`src/hw/gsr_defs.vh`:
```
// Constants for the group service request unit
// Summary of operation
// Structure address is base bits 31:11 followed by eleven zero bits.
// Low eleven bits of each group base register always hold zero.
// Each group structure configures one group and its 32 channels.
// Every accepted command except soft chip reset returns a tagged acknowledge.
// Soft chip reset is never acknowledged and completes within two line periods.
// Host waits for acknowledge before issuing another command to that group.
// One outstanding command per group; acknowledges carry the group identity.
// Code 0 does nothing except produce the acknowledge.
// Code 1 clears port mapping, ports, all channels, queue pointer, indicators.
// Code 2 disables the group's port and deactivates its 32 channels.
// Code 4 fetches global and queue descriptors and resets the queue pointer.
// Host issues global initialisation after any reset before relying on it.
// Code 5 fetches the group's maps and configuration descriptors.
// Host runs group initialisation per group and direction after resets.
// Code 8 activates a channel aborting any message; code 9 suspends it.
// Code 10 activates receivers; transmitters switch lists after current message.
// Code 11 reads channel configuration; codes 16 to 21 reread descriptors.
// Reserved codes change no state and are acknowledged like a no-operation.
`ifndef GSR_DEFS_VH
`define GSR_DEFS_VH

// Register byte offsets
`define GSR_OFF_IRQ_STAT 12'h000
`define GSR_OFF_IRQ_MASK 12'h004
`define GSR_OFF_BUSY 12'h008
`define GSR_OFF_PORTS 12'h00C
`define GSR_REGION_GROUP 4'h1
`define GSR_REGION_CHAN 4'h2

// Group base register
`define GSR_BASE_MASK 32'hFFFF_F800
`define GSR_BASE_LSB 11

// Command register fields
`define GSR_CMD_MASK 32'h0000_1F3F
`define GSR_CODE_HI 12
`define GSR_CODE_LO 8
`define GSR_DIR_BIT 5
`define GSR_CHAN_HI 4
`define GSR_CHAN_LO 0

// Command codes
`define GSR_C_NOP 5'h00
`define GSR_C_CHIP_RST 5'h01
`define GSR_C_GRP_RST 5'h02
`define GSR_C_GLOBAL_INIT 5'h04
`define GSR_C_GROUP_INIT 5'h05
`define GSR_C_ACTIVATE 5'h08
`define GSR_C_DEACTIVATE 5'h09
`define GSR_C_JUMP 5'h0A
`define GSR_C_CHAN_CFG 5'h0B
`define GSR_C_RD_GLOBAL 5'h10
`define GSR_C_RD_IRQQ 5'h11
`define GSR_C_RD_PORT 5'h15

// Channel operations toward the datapath
`define GSR_OP_ACTIVATE 2'h0
`define GSR_OP_DEACTIVATE 2'h1
`define GSR_OP_JUMP_DEFER 2'h2

// Interrupt status bits
`define GSR_IRQ_ACK 0
`define GSR_IRQ_CHIP_RST 1
`define GSR_IRQ_OVERLAP 2
`define GSR_IRQ_W 3

// Sequencer states
`define GSR_ST_IDLE 2'h0
`define GSR_ST_FETCH 2'h1
`define GSR_ST_ACK 2'h2

// AXI responses
`define GSR_RESP_OKAY 2'h0
`define GSR_RESP_SLVERR 2'h2

// Line clock: core clock cycles per line clock period
`define GSR_LINE_DIV 16'h0040

`endif

```
`src/hw/gsr_line_tick.v`:
```
// Line clock rate divider giving a one-cycle enable
`timescale 1ns/1ps
module gsr_line_tick #(
    parameter [15:0] DIV = 16'h0040
) (
    input wire core_clk_i, // Core clock
    input wire sys_rst_i,  // Synchronous reset, active high
    output reg tick_o      // One pulse per line clock period
);
    reg [15:0] cnt_q;

    always @(posedge core_clk_i) begin
        if (sys_rst_i) begin
            cnt_q <= 16'h0000;
            tick_o <= 1'b0;
        end else if (cnt_q == DIV - 16'h0001) begin
            cnt_q <= 16'h0000;
            tick_o <= 1'b1;
        end else begin
            cnt_q <= cnt_q + 16'h0001;
            tick_o <= 1'b0;
        end
    end
endmodule

```
`src/hw/gsr_unit.v`:
```
// Group service request unit with AXI4-Lite register slave
`timescale 1ns/1ps
`include "gsr_defs.vh"
module gsr_unit #(
    parameter NG = 8,
    parameter GRP_W = 3,
    parameter NCH = 32,
    parameter [15:0] LINE_DIV = `GSR_LINE_DIV
) (
    input wire core_clk_i,               // Core clock, 250 MHz
    input wire sys_rst_i,                // Synchronous reset, active high
    input wire [11:0] s_axi_awaddr,      // Write address
    input wire s_axi_awvalid,            // Write address valid
    output wire s_axi_awready,           // Write address ready
    input wire [31:0] s_axi_wdata,       // Write data
    input wire [3:0] s_axi_wstrb,        // Write byte strobes
    input wire s_axi_wvalid,             // Write data valid
    output wire s_axi_wready,            // Write data ready
    output reg [1:0] s_axi_bresp,        // Write response
    output reg s_axi_bvalid,             // Write response valid
    input wire s_axi_bready,             // Write response ready
    input wire [11:0] s_axi_araddr,      // Read address
    input wire s_axi_arvalid,            // Read address valid
    output wire s_axi_arready,           // Read address ready
    output reg [31:0] s_axi_rdata,       // Read data
    output reg [1:0] s_axi_rresp,        // Read response
    output reg s_axi_rvalid,             // Read data valid
    input wire s_axi_rready,             // Read data ready
    output wire irq_o,                   // Level interrupt
    output wire [NG*32-1:0] grp_struct_addr_o, // Per group structure address
    output reg fetch_req_o,              // Descriptor fetch request
    output reg [4:0] fetch_code_o,       // Command code that asks the fetch
    output reg [GRP_W-1:0] fetch_grp_o,  // Group of the fetch
    output reg fetch_dir_o,              // Direction of the fetch
    output reg [4:0] fetch_chan_o,       // Channel of the fetch
    output reg [31:0] fetch_addr_o,      // Group structure address
    input wire fetch_done_i,             // Fetch finished pulse
    input wire [1:0] gcfg_port_to_group_mapping_i,     // Port mapping from global descriptor
    output reg ack_valid_o,              // Acknowledge descriptor valid
    output reg [GRP_W-1:0] ack_grp_o,    // Group identity of acknowledge
    output reg [4:0] ack_code_o,         // Code being acknowledged
    input wire ack_ready_i,              // Acknowledge written to host
    output reg chan_op_valid_o,          // Channel operation pulse
    output reg [1:0] chan_op_o,          // Channel operation
    output reg [GRP_W-1:0] chan_grp_o,   // Channel operation group
    output reg chan_dir_o,               // Channel operation direction
    output reg [4:0] chan_idx_o,         // Channel operation channel
    output reg iq_reset_o,               // Queue pointer and indicator reset pulse
    output reg [1:0] port_map_o,         // Port to group mapping
    output reg [NG-1:0] port_en_o,       // Port enables, both directions
    output reg [NG*NCH-1:0] rx_active_o, // Receive channel active flags
    output reg [NG*NCH-1:0] tx_active_o  // Transmit channel active flags
);
    reg [31:0] base_q [0:NG-1];
    reg [31:0] cmd_q [0:NG-1];
    reg [NG-1:0] pend_q;
    reg [1:0] state_q;
    reg [GRP_W-1:0] cur_grp_q;
    reg [31:0] cur_cmd_q;
    reg chip_rst_pend_q;
    reg [`GSR_IRQ_W-1:0] irq_stat_q;
    reg [`GSR_IRQ_W-1:0] irq_mask_q;
    reg aw_hold_q;
    reg w_hold_q;
    reg [11:0] awaddr_q;
    reg [31:0] wdata_q;
    reg [3:0] wstrb_q;
    wire line_tick;
    wire do_wr;
    wire [4:0] wr_idx;
    wire wr_grp_hit;
    wire [31:0] wr_merged;
    wire [4:0] new_code;
    wire [4:0] cur_code;
    wire cur_dir;
    wire [4:0] cur_chan;
    reg pick_found;
    reg [GRP_W-1:0] pick_grp;
    reg needs_fetch;
    reg [31:0] rd_data;
    reg rd_ok;
    reg [`GSR_IRQ_W-1:0] irq_set;
    integer i;
    integer j;

    gsr_line_tick #(
        .DIV(LINE_DIV)
    ) u_tick (
        .core_clk_i(core_clk_i),
        .sys_rst_i(sys_rst_i),
        .tick_o(line_tick)
    );

    genvar g;
    generate
        for (g = 0; g < NG; g = g + 1) begin : gen_addr
            // Base is stored with the low bits cleared already
            assign grp_struct_addr_o[g*32 +: 32] = {base_q[g][31:`GSR_BASE_LSB],
                                                    {`GSR_BASE_LSB{1'b0}}};
        end
    endgenerate

    // AXI4-Lite write side: address and data taken in any order
    assign s_axi_awready = !aw_hold_q && !s_axi_bvalid;
    assign s_axi_wready = !w_hold_q && !s_axi_bvalid;
    assign do_wr = aw_hold_q && w_hold_q && !s_axi_bvalid;
    assign wr_idx = awaddr_q[7:3];
    assign wr_grp_hit = (wr_idx < NG);
    assign wr_merged = {wstrb_q[3] ? wdata_q[31:24] : 8'h00,
                        wstrb_q[2] ? wdata_q[23:16] : 8'h00,
                        wstrb_q[1] ? wdata_q[15:8] : 8'h00,
                        wstrb_q[0] ? wdata_q[7:0] : 8'h00};
    assign new_code = wr_merged[`GSR_CODE_HI:`GSR_CODE_LO];
    assign cur_code = cur_cmd_q[`GSR_CODE_HI:`GSR_CODE_LO];
    assign cur_dir = cur_cmd_q[`GSR_DIR_BIT];
    assign cur_chan = cur_cmd_q[`GSR_CHAN_HI:`GSR_CHAN_LO];
    assign s_axi_arready = !s_axi_rvalid;
    assign irq_o = |(irq_stat_q & irq_mask_q);

    // Lowest pending group wins; groups are served one at a time
    always @* begin
        pick_found = 1'b0;
        pick_grp = {GRP_W{1'b0}};
        for (i = 0; i < NG; i = i + 1) begin
            if (pend_q[i] && !pick_found) begin
                pick_found = 1'b1;
                pick_grp = i[GRP_W-1:0];
            end
        end
    end

    always @* begin
        case (cmd_q[pick_grp][`GSR_CODE_HI:`GSR_CODE_LO])
            `GSR_C_GLOBAL_INIT, `GSR_C_GROUP_INIT, `GSR_C_CHAN_CFG: begin
                needs_fetch = 1'b1; // see R11 see R13
            end
            default: begin
                needs_fetch = (cmd_q[pick_grp][`GSR_CODE_HI:`GSR_CODE_LO] >= `GSR_C_RD_GLOBAL)
                    && (cmd_q[pick_grp][`GSR_CODE_HI:`GSR_CODE_LO] <= `GSR_C_RD_PORT);
            end
        endcase
    end

    always @* begin
        irq_set = {`GSR_IRQ_W{1'b0}};
        irq_set[`GSR_IRQ_ACK] = ack_valid_o && ack_ready_i;
        irq_set[`GSR_IRQ_CHIP_RST] = chip_rst_pend_q && line_tick;
        // Overlapping commands are a host fault; flagged, yet still written to the command register and queued
        irq_set[`GSR_IRQ_OVERLAP] = do_wr && wr_grp_hit && awaddr_q[2]
            && (awaddr_q[11:8] == `GSR_REGION_GROUP) && wstrb_q[1]
            && (pend_q[wr_idx[GRP_W-1:0]] || (state_q != `GSR_ST_IDLE
            && cur_grp_q == wr_idx[GRP_W-1:0]));
    end

    // Read decode
    always @* begin
        rd_data = 32'h0000_0000;
        rd_ok = 1'b1;
        if (s_axi_araddr[11:8] == `GSR_REGION_GROUP && s_axi_araddr[7:3] < NG) begin
            if (s_axi_araddr[2]) begin
                rd_data = cmd_q[s_axi_araddr[3+GRP_W-1:3]];
            end else begin
                rd_data = base_q[s_axi_araddr[3+GRP_W-1:3]];
            end
        end else if (s_axi_araddr[11:8] == `GSR_REGION_CHAN && s_axi_araddr[7:3] < NG) begin
            if (s_axi_araddr[2]) begin
                rd_data = tx_active_o[s_axi_araddr[3+GRP_W-1:3]*NCH +: NCH];
            end else begin
                rd_data = rx_active_o[s_axi_araddr[3+GRP_W-1:3]*NCH +: NCH];
            end
        end else begin
            case (s_axi_araddr)
                `GSR_OFF_IRQ_STAT: rd_data[`GSR_IRQ_W-1:0] = irq_stat_q;
                `GSR_OFF_IRQ_MASK: rd_data[`GSR_IRQ_W-1:0] = irq_mask_q;
                `GSR_OFF_BUSY: rd_data[NG-1:0] = pend_q;
                `GSR_OFF_PORTS: rd_data[NG+1:0] = {port_en_o, port_map_o};
                default: rd_ok = 1'b0;
            endcase
        end
    end

    always @(posedge core_clk_i) begin
        if (sys_rst_i) begin
            s_axi_rvalid <= 1'b0;
            s_axi_rdata <= 32'h0000_0000;
            s_axi_rresp <= `GSR_RESP_OKAY;
        end else if (s_axi_arvalid && !s_axi_rvalid) begin
            s_axi_rvalid <= 1'b1;
            s_axi_rdata <= rd_data;
            s_axi_rresp <= rd_ok ? `GSR_RESP_OKAY : `GSR_RESP_SLVERR;
        end else if (s_axi_rready) begin
            s_axi_rvalid <= 1'b0;
        end
    end

    always @(posedge core_clk_i) begin
        if (sys_rst_i) begin
            aw_hold_q <= 1'b0;
            w_hold_q <= 1'b0;
            awaddr_q <= 12'h000;
            wdata_q <= 32'h0000_0000;
            wstrb_q <= 4'h0;
            s_axi_bvalid <= 1'b0;
            s_axi_bresp <= `GSR_RESP_OKAY;
            irq_mask_q <= {`GSR_IRQ_W{1'b0}};
            irq_stat_q <= {`GSR_IRQ_W{1'b0}};
        end else begin
            if (s_axi_awvalid && s_axi_awready) begin
                aw_hold_q <= 1'b1;
                awaddr_q <= s_axi_awaddr;
            end
            if (s_axi_wvalid && s_axi_wready) begin
                w_hold_q <= 1'b1;
                wdata_q <= s_axi_wdata;
                wstrb_q <= s_axi_wstrb;
            end
            if (do_wr) begin
                aw_hold_q <= 1'b0;
                w_hold_q <= 1'b0;
                s_axi_bvalid <= 1'b1;
                s_axi_bresp <= ((awaddr_q[11:8] == `GSR_REGION_GROUP && wr_grp_hit)
                    || awaddr_q == `GSR_OFF_IRQ_STAT || awaddr_q == `GSR_OFF_IRQ_MASK)
                    ? `GSR_RESP_OKAY : `GSR_RESP_SLVERR;
                if (awaddr_q == `GSR_OFF_IRQ_MASK) begin
                    irq_mask_q <= wr_merged[`GSR_IRQ_W-1:0];
                end
            end else if (s_axi_bvalid && s_axi_bready) begin
                s_axi_bvalid <= 1'b0;
            end
            // Write one to clear; a new event in the same cycle stays set
            if (do_wr && awaddr_q == `GSR_OFF_IRQ_STAT) begin
                irq_stat_q <= (irq_stat_q & ~wr_merged[`GSR_IRQ_W-1:0]) | irq_set;
            end else begin
                irq_stat_q <= irq_stat_q | irq_set;
            end
        end
    end

    // Command sequencer and the state it controls
    always @(posedge core_clk_i) begin
        if (sys_rst_i) begin
            for (j = 0; j < NG; j = j + 1) begin
                base_q[j] <= 32'h0000_0000;
                cmd_q[j] <= 32'h0000_0000;
            end
            pend_q <= {NG{1'b0}};
            state_q <= `GSR_ST_IDLE;
            cur_grp_q <= {GRP_W{1'b0}};
            cur_cmd_q <= 32'h0000_0000;
            chip_rst_pend_q <= 1'b0;
            fetch_req_o <= 1'b0;
            fetch_code_o <= 5'h00;
            fetch_grp_o <= {GRP_W{1'b0}};
            fetch_dir_o <= 1'b0;
            fetch_chan_o <= 5'h00;
            fetch_addr_o <= 32'h0000_0000;
            ack_valid_o <= 1'b0;
            ack_grp_o <= {GRP_W{1'b0}};
            ack_code_o <= 5'h00;
            chan_op_valid_o <= 1'b0;
            chan_op_o <= `GSR_OP_ACTIVATE;
            chan_grp_o <= {GRP_W{1'b0}};
            chan_dir_o <= 1'b0;
            chan_idx_o <= 5'h00;
            iq_reset_o <= 1'b0;
            port_map_o <= 2'h0;
            port_en_o <= {NG{1'b0}};
            rx_active_o <= {NG*NCH{1'b0}};
            tx_active_o <= {NG*NCH{1'b0}};
        end else begin
            chan_op_valid_o <= 1'b0;
            iq_reset_o <= 1'b0;
            if (do_wr && wr_grp_hit && awaddr_q[11:8] == `GSR_REGION_GROUP) begin
                if (!awaddr_q[2]) begin
                    base_q[wr_idx[GRP_W-1:0]] <= wr_merged & `GSR_BASE_MASK;
                end else if (wstrb_q[1]) begin
                    cmd_q[wr_idx[GRP_W-1:0]] <= wr_merged & `GSR_CMD_MASK;
                    if (new_code == `GSR_C_CHIP_RST) begin
                        chip_rst_pend_q <= 1'b1;
                    end else begin
                        pend_q[wr_idx[GRP_W-1:0]] <= 1'b1;
                    end
                end
            end
            case (state_q)
                `GSR_ST_IDLE: begin
                    if (pick_found && !chip_rst_pend_q) begin
                        pend_q[pick_grp] <= 1'b0;
                        cur_grp_q <= pick_grp;
                        cur_cmd_q <= cmd_q[pick_grp];
                        state_q <= needs_fetch ? `GSR_ST_FETCH : `GSR_ST_ACK;
                        fetch_req_o <= needs_fetch;
                        fetch_code_o <= cmd_q[pick_grp][`GSR_CODE_HI:`GSR_CODE_LO];
                        fetch_grp_o <= pick_grp;
                        fetch_dir_o <= cmd_q[pick_grp][`GSR_DIR_BIT];
                        fetch_chan_o <= cmd_q[pick_grp][`GSR_CHAN_HI:`GSR_CHAN_LO];
                        fetch_addr_o <= grp_struct_addr_o[pick_grp*32 +: 32];
                        ack_valid_o <= !needs_fetch; // see R4 see R8
                        ack_grp_o <= pick_grp;
                        ack_code_o <= cmd_q[pick_grp][`GSR_CODE_HI:`GSR_CODE_LO];
                        chan_grp_o <= pick_grp;
                        chan_dir_o <= cmd_q[pick_grp][`GSR_DIR_BIT];
                        chan_idx_o <= cmd_q[pick_grp][`GSR_CHAN_HI:`GSR_CHAN_LO];
                        case (cmd_q[pick_grp][`GSR_CODE_HI:`GSR_CODE_LO])
                            `GSR_C_GRP_RST: begin
                                port_en_o[pick_grp >> port_map_o] <= 1'b0;
                                rx_active_o[pick_grp*NCH +: NCH] <= {NCH{1'b0}};
                                tx_active_o[pick_grp*NCH +: NCH] <= {NCH{1'b0}};
                            end
                            `GSR_C_GLOBAL_INIT, `GSR_C_RD_IRQQ: begin
                                iq_reset_o <= 1'b1; // see R11
                            end
                            `GSR_C_ACTIVATE: begin
                                chan_op_valid_o <= 1'b1;
                                chan_op_o <= `GSR_OP_ACTIVATE;
                            end
                            `GSR_C_DEACTIVATE: begin
                                chan_op_valid_o <= 1'b1;
                                chan_op_o <= `GSR_OP_DEACTIVATE;
                            end
                            `GSR_C_JUMP: begin
                                // Transmit side defers the switch to the message end
                                chan_op_valid_o <= 1'b1;
                                chan_op_o <= cmd_q[pick_grp][`GSR_DIR_BIT]
                                    ? `GSR_OP_JUMP_DEFER : `GSR_OP_ACTIVATE;
                            end
                            default: begin
                            end
                        endcase
                    end
                end
                `GSR_ST_FETCH: begin
                    if (fetch_done_i) begin
                        fetch_req_o <= 1'b0;
                        state_q <= `GSR_ST_ACK;
                        ack_valid_o <= 1'b1;
                        if (cur_code == `GSR_C_GLOBAL_INIT || cur_code == `GSR_C_RD_GLOBAL) begin
                            port_map_o <= gcfg_port_to_group_mapping_i;
                        end
                        if (cur_code == `GSR_C_GROUP_INIT || cur_code == `GSR_C_RD_PORT) begin
                            port_en_o[cur_grp_q >> port_map_o] <= 1'b1;
                        end
                    end
                end
                `GSR_ST_ACK: begin
                    if (ack_ready_i) begin
                        ack_valid_o <= 1'b0;
                        state_q <= `GSR_ST_IDLE;
                    end
                end
                default: begin
                    state_q <= `GSR_ST_IDLE;
                end
            endcase
            // Deactivation lands on the channel flags one cycle after the op pulse
            if (chan_op_valid_o) begin
                if (chan_op_o == `GSR_OP_DEACTIVATE) begin
                    if (chan_dir_o) begin
                        tx_active_o[chan_grp_o*NCH + chan_idx_o] <= 1'b0;
                    end else begin
                        rx_active_o[chan_grp_o*NCH + chan_idx_o] <= 1'b0;
                    end
                end else if (chan_dir_o) begin
                    tx_active_o[chan_grp_o*NCH + chan_idx_o] <= 1'b1;
                end else begin
                    rx_active_o[chan_grp_o*NCH + chan_idx_o] <= 1'b1;
                end
            end
            // Waiting for the next line tick keeps completion within one period
            if (chip_rst_pend_q && line_tick) begin
                chip_rst_pend_q <= 1'b0;
                pend_q <= {NG{1'b0}};
                state_q <= `GSR_ST_IDLE;
                fetch_req_o <= 1'b0;
                ack_valid_o <= 1'b0;
                chan_op_valid_o <= 1'b0;
                iq_reset_o <= 1'b1;
                port_map_o <= 2'h0;
                port_en_o <= {NG{1'b0}};
                rx_active_o <= {NG*NCH{1'b0}};
                tx_active_o <= {NG*NCH{1'b0}};
            end
        end
    end
endmodule
```
`config.mk`:
```
export PLATFORM = sky130hd
export DESIGN_NAME = gsr_unit
export DESIGN_NICKNAME = d
export VERILOG_FILES = /design/src/hw/gsr_line_tick.v /design/src/hw/gsr_unit.v
export VERILOG_INCLUDE_DIRS = /design/src /design/src/hw
export SDC_FILE = /design/constraint.sdc
export NUM_CORES = 2
export LEC_CHECK = 0
export BUFFER_PORTS_ARGS = -buffer_cell sky130_fd_sc_hd__clkbuf_2
export CORE_AREA = 3 3 372 374
export CTS_CLUSTER_SIZE = 10
export DETAILED_ROUTE_END_ITERATION = 12
export DIE_AREA = 0 0 375 377
export GPL_ROUTABILITY_DRIVEN = 0
export PLACE_DENSITY = 0.63
export SETUP_SLACK_MARGIN = 0.5
export SLEW_MARGIN = 30
export SYNTH_ARGS = -nofsm -noshare
export SYNTH_HDL_FRONTEND = slang
export SYNTH_HIERARCHICAL = 1
export SYNTH_SLANG_ARGS = --single-unit
```
`constraint.sdc`:
```
create_clock -name core_clk_i -period 8 [get_ports core_clk_i]
set_input_delay 1.2 -clock core_clk_i [delete_from_list [all_inputs] [get_ports core_clk_i]]
set_output_delay 1.2 -clock core_clk_i [all_outputs]
set_load 0.05 [all_outputs]
```
==> results_dict.tcl <==
set metrics [dict create \
    outcome "finished clean" \
    rr_endpoint "tx_active_o[60]$_SDFF_PP0_" \
    synth_area_leader_cell "dfxtp_1" \
    cts_made_buffers 110 \
    viasPerCell 6.035 \
    floorplan.initialDensity_pct 31.52 \
    clk_pin_slew_ns 0.06 \
    fmax_mhz 191.2 \
    synth_top_family_by_area "compound AO/OA/AOI/OAI gates" \
    grt_first_pass_wirelength_um 298100 \
    post_cts_resize_count 0 \
    clock-sinks 937 \
    hold_path_class "flop to flop" \
    period_minus_slack_ns 5.231 \
    grt.total_usage_pct 29.81 \
    intPower_w 0.007825 \
    reg2regPathDepth 10 \
    p_comb_share_pct 7.3 \
    critPathKind "flop to flop" \
    critical-path-max-stage-delay_ns 0.68 \
    die_h_um 377 \
    critPathCaptureType "flop" \
    dr.pass1.iters 10 \
    synth_cell_types 84 \
    max_cap_violations 0 \
    cpMaxStageDelayCell "buf_4" \
    cp.buffers_inverters 2 \
    r2r_start "pend_q[4]$_SDFF_PP0_" \
    cts_root_buffer "clkbuf_16" \
    h-tree-depth 3 \
    hold_viol_final 0 \
    p_leak_nw 18.61 \
    slew_headroom_pct 30.56 \
    layout.cells.non_filler 6633 \
    cp-start-kind "flop" \
    placed_cells 6456 \
    startpoint "pend_q[4]$_SDFF_PP0_" \
    die_x_um 375 \
    rows 135 \
    min_period_over_period_pct 65.39 \
    wl_met3_um 30000 \
    clock_path_buffers 3 \
    finalNetCount 4868 \
    ys_seq_elements 937 \
    setup_viol 0 \
    drtAntennaViolNets 0 \
    syn_area_per_cell_sq_um 10.20 \
    rsz0062_at_grt "no" \
    finClkSkew_ns 0.07995 \
    clock_latency_ns 0.76 \
    wl_met1_um 71810 \
    cp-endpoint "tx_active_o[60]$_SDFF_PP0_" \
    crit_path_cell_trace "nor2b_2 > o211a_1 > nor2_4 > buf_4 > mux2_2 > a221oi_4 > nor4b_4 > a41o_2 > buf_4 > o22ai_1" \
    die_area_sq_um 141400 \
    wl_um 221300 \
    syn_area_sq_um 42650 \
    ios 960 \
    first_iter_violations 5911 \
    top_layer "met4" \
    grt_max_degree 112 \
    cp_common_cell "buf_4" \
    fin_tns_setup_ns 0 \
    synth_mux_area_share_pct 13.06 \
    synth_top_flop_cell "dfxtp_1" \
    path_max_fanout 55 \
    synthAdderAreaFrac_pct 0.2641 \
    maxSlewViolCount 0 \
    wl_per_cell_um 33.36 \
    switching_share_pct 25.89 \
    crit_family "compound AO/OA/AOI/OAI gates" \
    yosysWarnings 6 \
    p_per_area_nw_per_um2 207.6 \
    synth-simple-area-share_pct 9.925 \
    syn_inst 4181 \
    crit_arrival_ns 5.76 \
    vias 40030 \
    ys_seq_area_share_pct 49.99 \
    synth-edff-count 256 \
    port_buffers 856 \
    synth_top_area_share_pct 31.97 \
    power_switching_w 0.002734 \
    reg2reg_slack_ns 2.77 \
    required_ns 8.52 \
    clockPowerShare_pct 45.2 \
    syn_to_final_growth_pct 19.25 \
    synth_compound_area_share_pct 19.46 \
    cts_tree "done" \
    drive_gt1_share_pct 28.43 \
    coreArea_sq_um 135300 \
    pwr-share-seq_pct 47.4 \
    grt.overflow.total 0 \
    antenna_found_initial 10 \
    ys_top_cells_by_area "dfxtp_1 (32%), edfxtp_1 (18%), mux4_2 (12%)" \
    yosys.area_share.xor_xnor_pct 0.3902 \
    wl_met2_um 102500 \
    cp.depth 10 \
    ctsHoldBuffers 0 \
    ys_async_sr_fraction_pct 0 \
    post_cts_buffers 0 \
    dpl.hpwl_um 162200 \
    ir_drop_mv 0.1592 \
    drcViolationCount 0 \
    grt_pass1_vias 35890 \
    worstMarginPinSlew_ns 1.039 \
]
-- cells in the mapped netlist (all sizes together) (7+ instances only) --
| library cell | instances |
|---|---|
| or2 | 7 |
| o21ai | 573 |
| nand3 | 74 |
| inv | 40 |
| and2 | 8 |
| mux4 | 228 |
| a31oi | 7 |
| nor2b | 12 |
| xnor2 | 15 |
| nand2 | 356 |
| edfxtp | 256 |
| a22oi | 35 |
| nor2 | 393 |
| nand4 | 10 |
| nand2b | 22 |
| mux2i | 25 |
| o211ai | 8 |
| a211oi | 10 |
| dfxtp | 681 |
| or4 | 7 |
| mux2 | 16 |
| buf | 223 |
| nor4 | 24 |
| o22ai | 513 |
| nor3b | 7 |
| a21oi | 126 |
| nor3 | 45 |
| o221ai | 21 |
| a311oi | 8 |
| clkbuf | 310 |
| ha | 9 |
| a222oi | 34 |
-- how the worst min path moves through the flow --
stage                                            to  slack, ns                       from  cells after the start
after CTS                  awaddr_q[6]$_SDFFE_PP0P_       0.45   awaddr_q[6]$_SDFFE_PP0P_                      2
final                      awaddr_q[6]$_SDFFE_PP0P_       0.45   awaddr_q[6]$_SDFFE_PP0P_                      2
after detailed placement   awaddr_q[6]$_SDFFE_PP0P_       0.45   awaddr_q[6]$_SDFFE_PP0P_                      2
after floorplan           awaddr_q[10]$_SDFFE_PP0P_       0.43  awaddr_q[10]$_SDFFE_PP0P_                      2
after global placement    awaddr_q[10]$_SDFFE_PP0P_       0.44  awaddr_q[10]$_SDFFE_PP0P_                      2
after global routing       wdata_q[25]$_SDFFE_PP0P_       0.47   wdata_q[25]$_SDFFE_PP0P_                      2
-- cell usage in the layout (no fill, tap or decap), drive strengths merged, types with 7 or more instances in the layout --
cell and n:
o22ai 513, inv 40, edfxtp 256, a311oi 8
o21ai 573, conb 101, or2 7, nand2 356
buf 77, nor3 45, nor4 24, nand4 10
nand2b 22, o221ai 21, mux2 16, nor2 393
a21oi 126, and2 8, clkbuf 1010, nor2b 12
o211ai 8, mux4 228, mux2i 25, clkinv 12
a31oi 7, a222oi 34, nor3b 7, a211oi 10
xnor2 15, nand3 74, ha 9, a22oi 35
or4 7, dfxtp 681
-- worst reg2reg max path, stage by stage, from the launching register on --
cell,delay (ns)
dfxtp_1,0.62
nor2b_2,0.15
o211a_1,0.46
nor2_4,0.56
buf_4,0.68
mux2_2,0.39
a221oi_4,0.14
nor4b_4,0.52
a41o_2,0.62
buf_4,0.62
o22ai_1,0.24
-- through the flow --
step / utilization, % / worst slack [ns] / hold WS (ns) / area [sq um] / power [W]
floorplan: - / 4.236 / 0.4308 / 43020 / 0.005696
global placement: 35.08 / 3.064 / 0.4414 / 47460 / 0.005864
detailed placement: 35.10 / 2.987 / 0.4451 / 47490 / 0.005870
CTS: 37.55 / 2.927 / 0.4525 / 50810 / 0.01059
global route: 37.58 / 2.675 / 0.4703 / 50850 / 0.01081
finish: 37.59 / 2.769 / 0.4513 / 50860 / 0.01056
-- state kept, by name, summed over array words and instances, names as in the netlist, 5 cells and up --
| signal | count |
|---|---|
| rx_active_o | 256 |
| port_en_o | 8 |
| awaddr_q | 12 |
| base_q | 168 |
| pend_q | 8 |
| s_axi_rdata | 32 |
| fetch_addr_o | 21 |
| tx_active_o | 256 |
| u_tick/cnt_q | 16 |
| wdata_q | 30 |
| cmd_q | 88 |
| ack_code_o | 5 |
-- layout make-up --
cell class	count	area (sq um)
fillers	13470	84440
clock inverters	15	257.7
well taps	1781	2228
clock buffers	159	3059
inverters	40	150.1
repair buffers	928	4913
diodes	2	5.005
flip-flops and latches	937	21320
multi-input cells	2771	18920
-- logic make-up (layout without fill, tap and decap cells) --
kind of cell,after synthesis,after routing
AOI/OAI and AO/OA,1392,1392
xor gates and xnor gates,19,19
adders and majority gates,9,9
buffers and inverters,573,1142
DFF,937,937
muxes,269,269
other,1,103
and+or+nand+nor,981,981
-- per-layer routing --
layer	track usage [%]	up-vias
li1	-	16740
met1	32.91	19660
met2	48.19	3054
met3	11.48	578
met4	19.00	0
met5	0	-
-- power by group through the flow --
stage / Clock [W] / Combinational [W] / Sequential (W)
floorplan: 0 / 0.000482 / 0.00521
global placement: 0 / 0.000760 / 0.00510
detailed placement: 0 / 0.000763 / 0.00511
CTS: 0.00482 / 0.000764 / 0.00501
global route: 0.00499 / 0.000804 / 0.00501
finish: 0.00478 / 0.000772 / 0.00501
No activity file was read; power rests on OpenSTA's default activity.
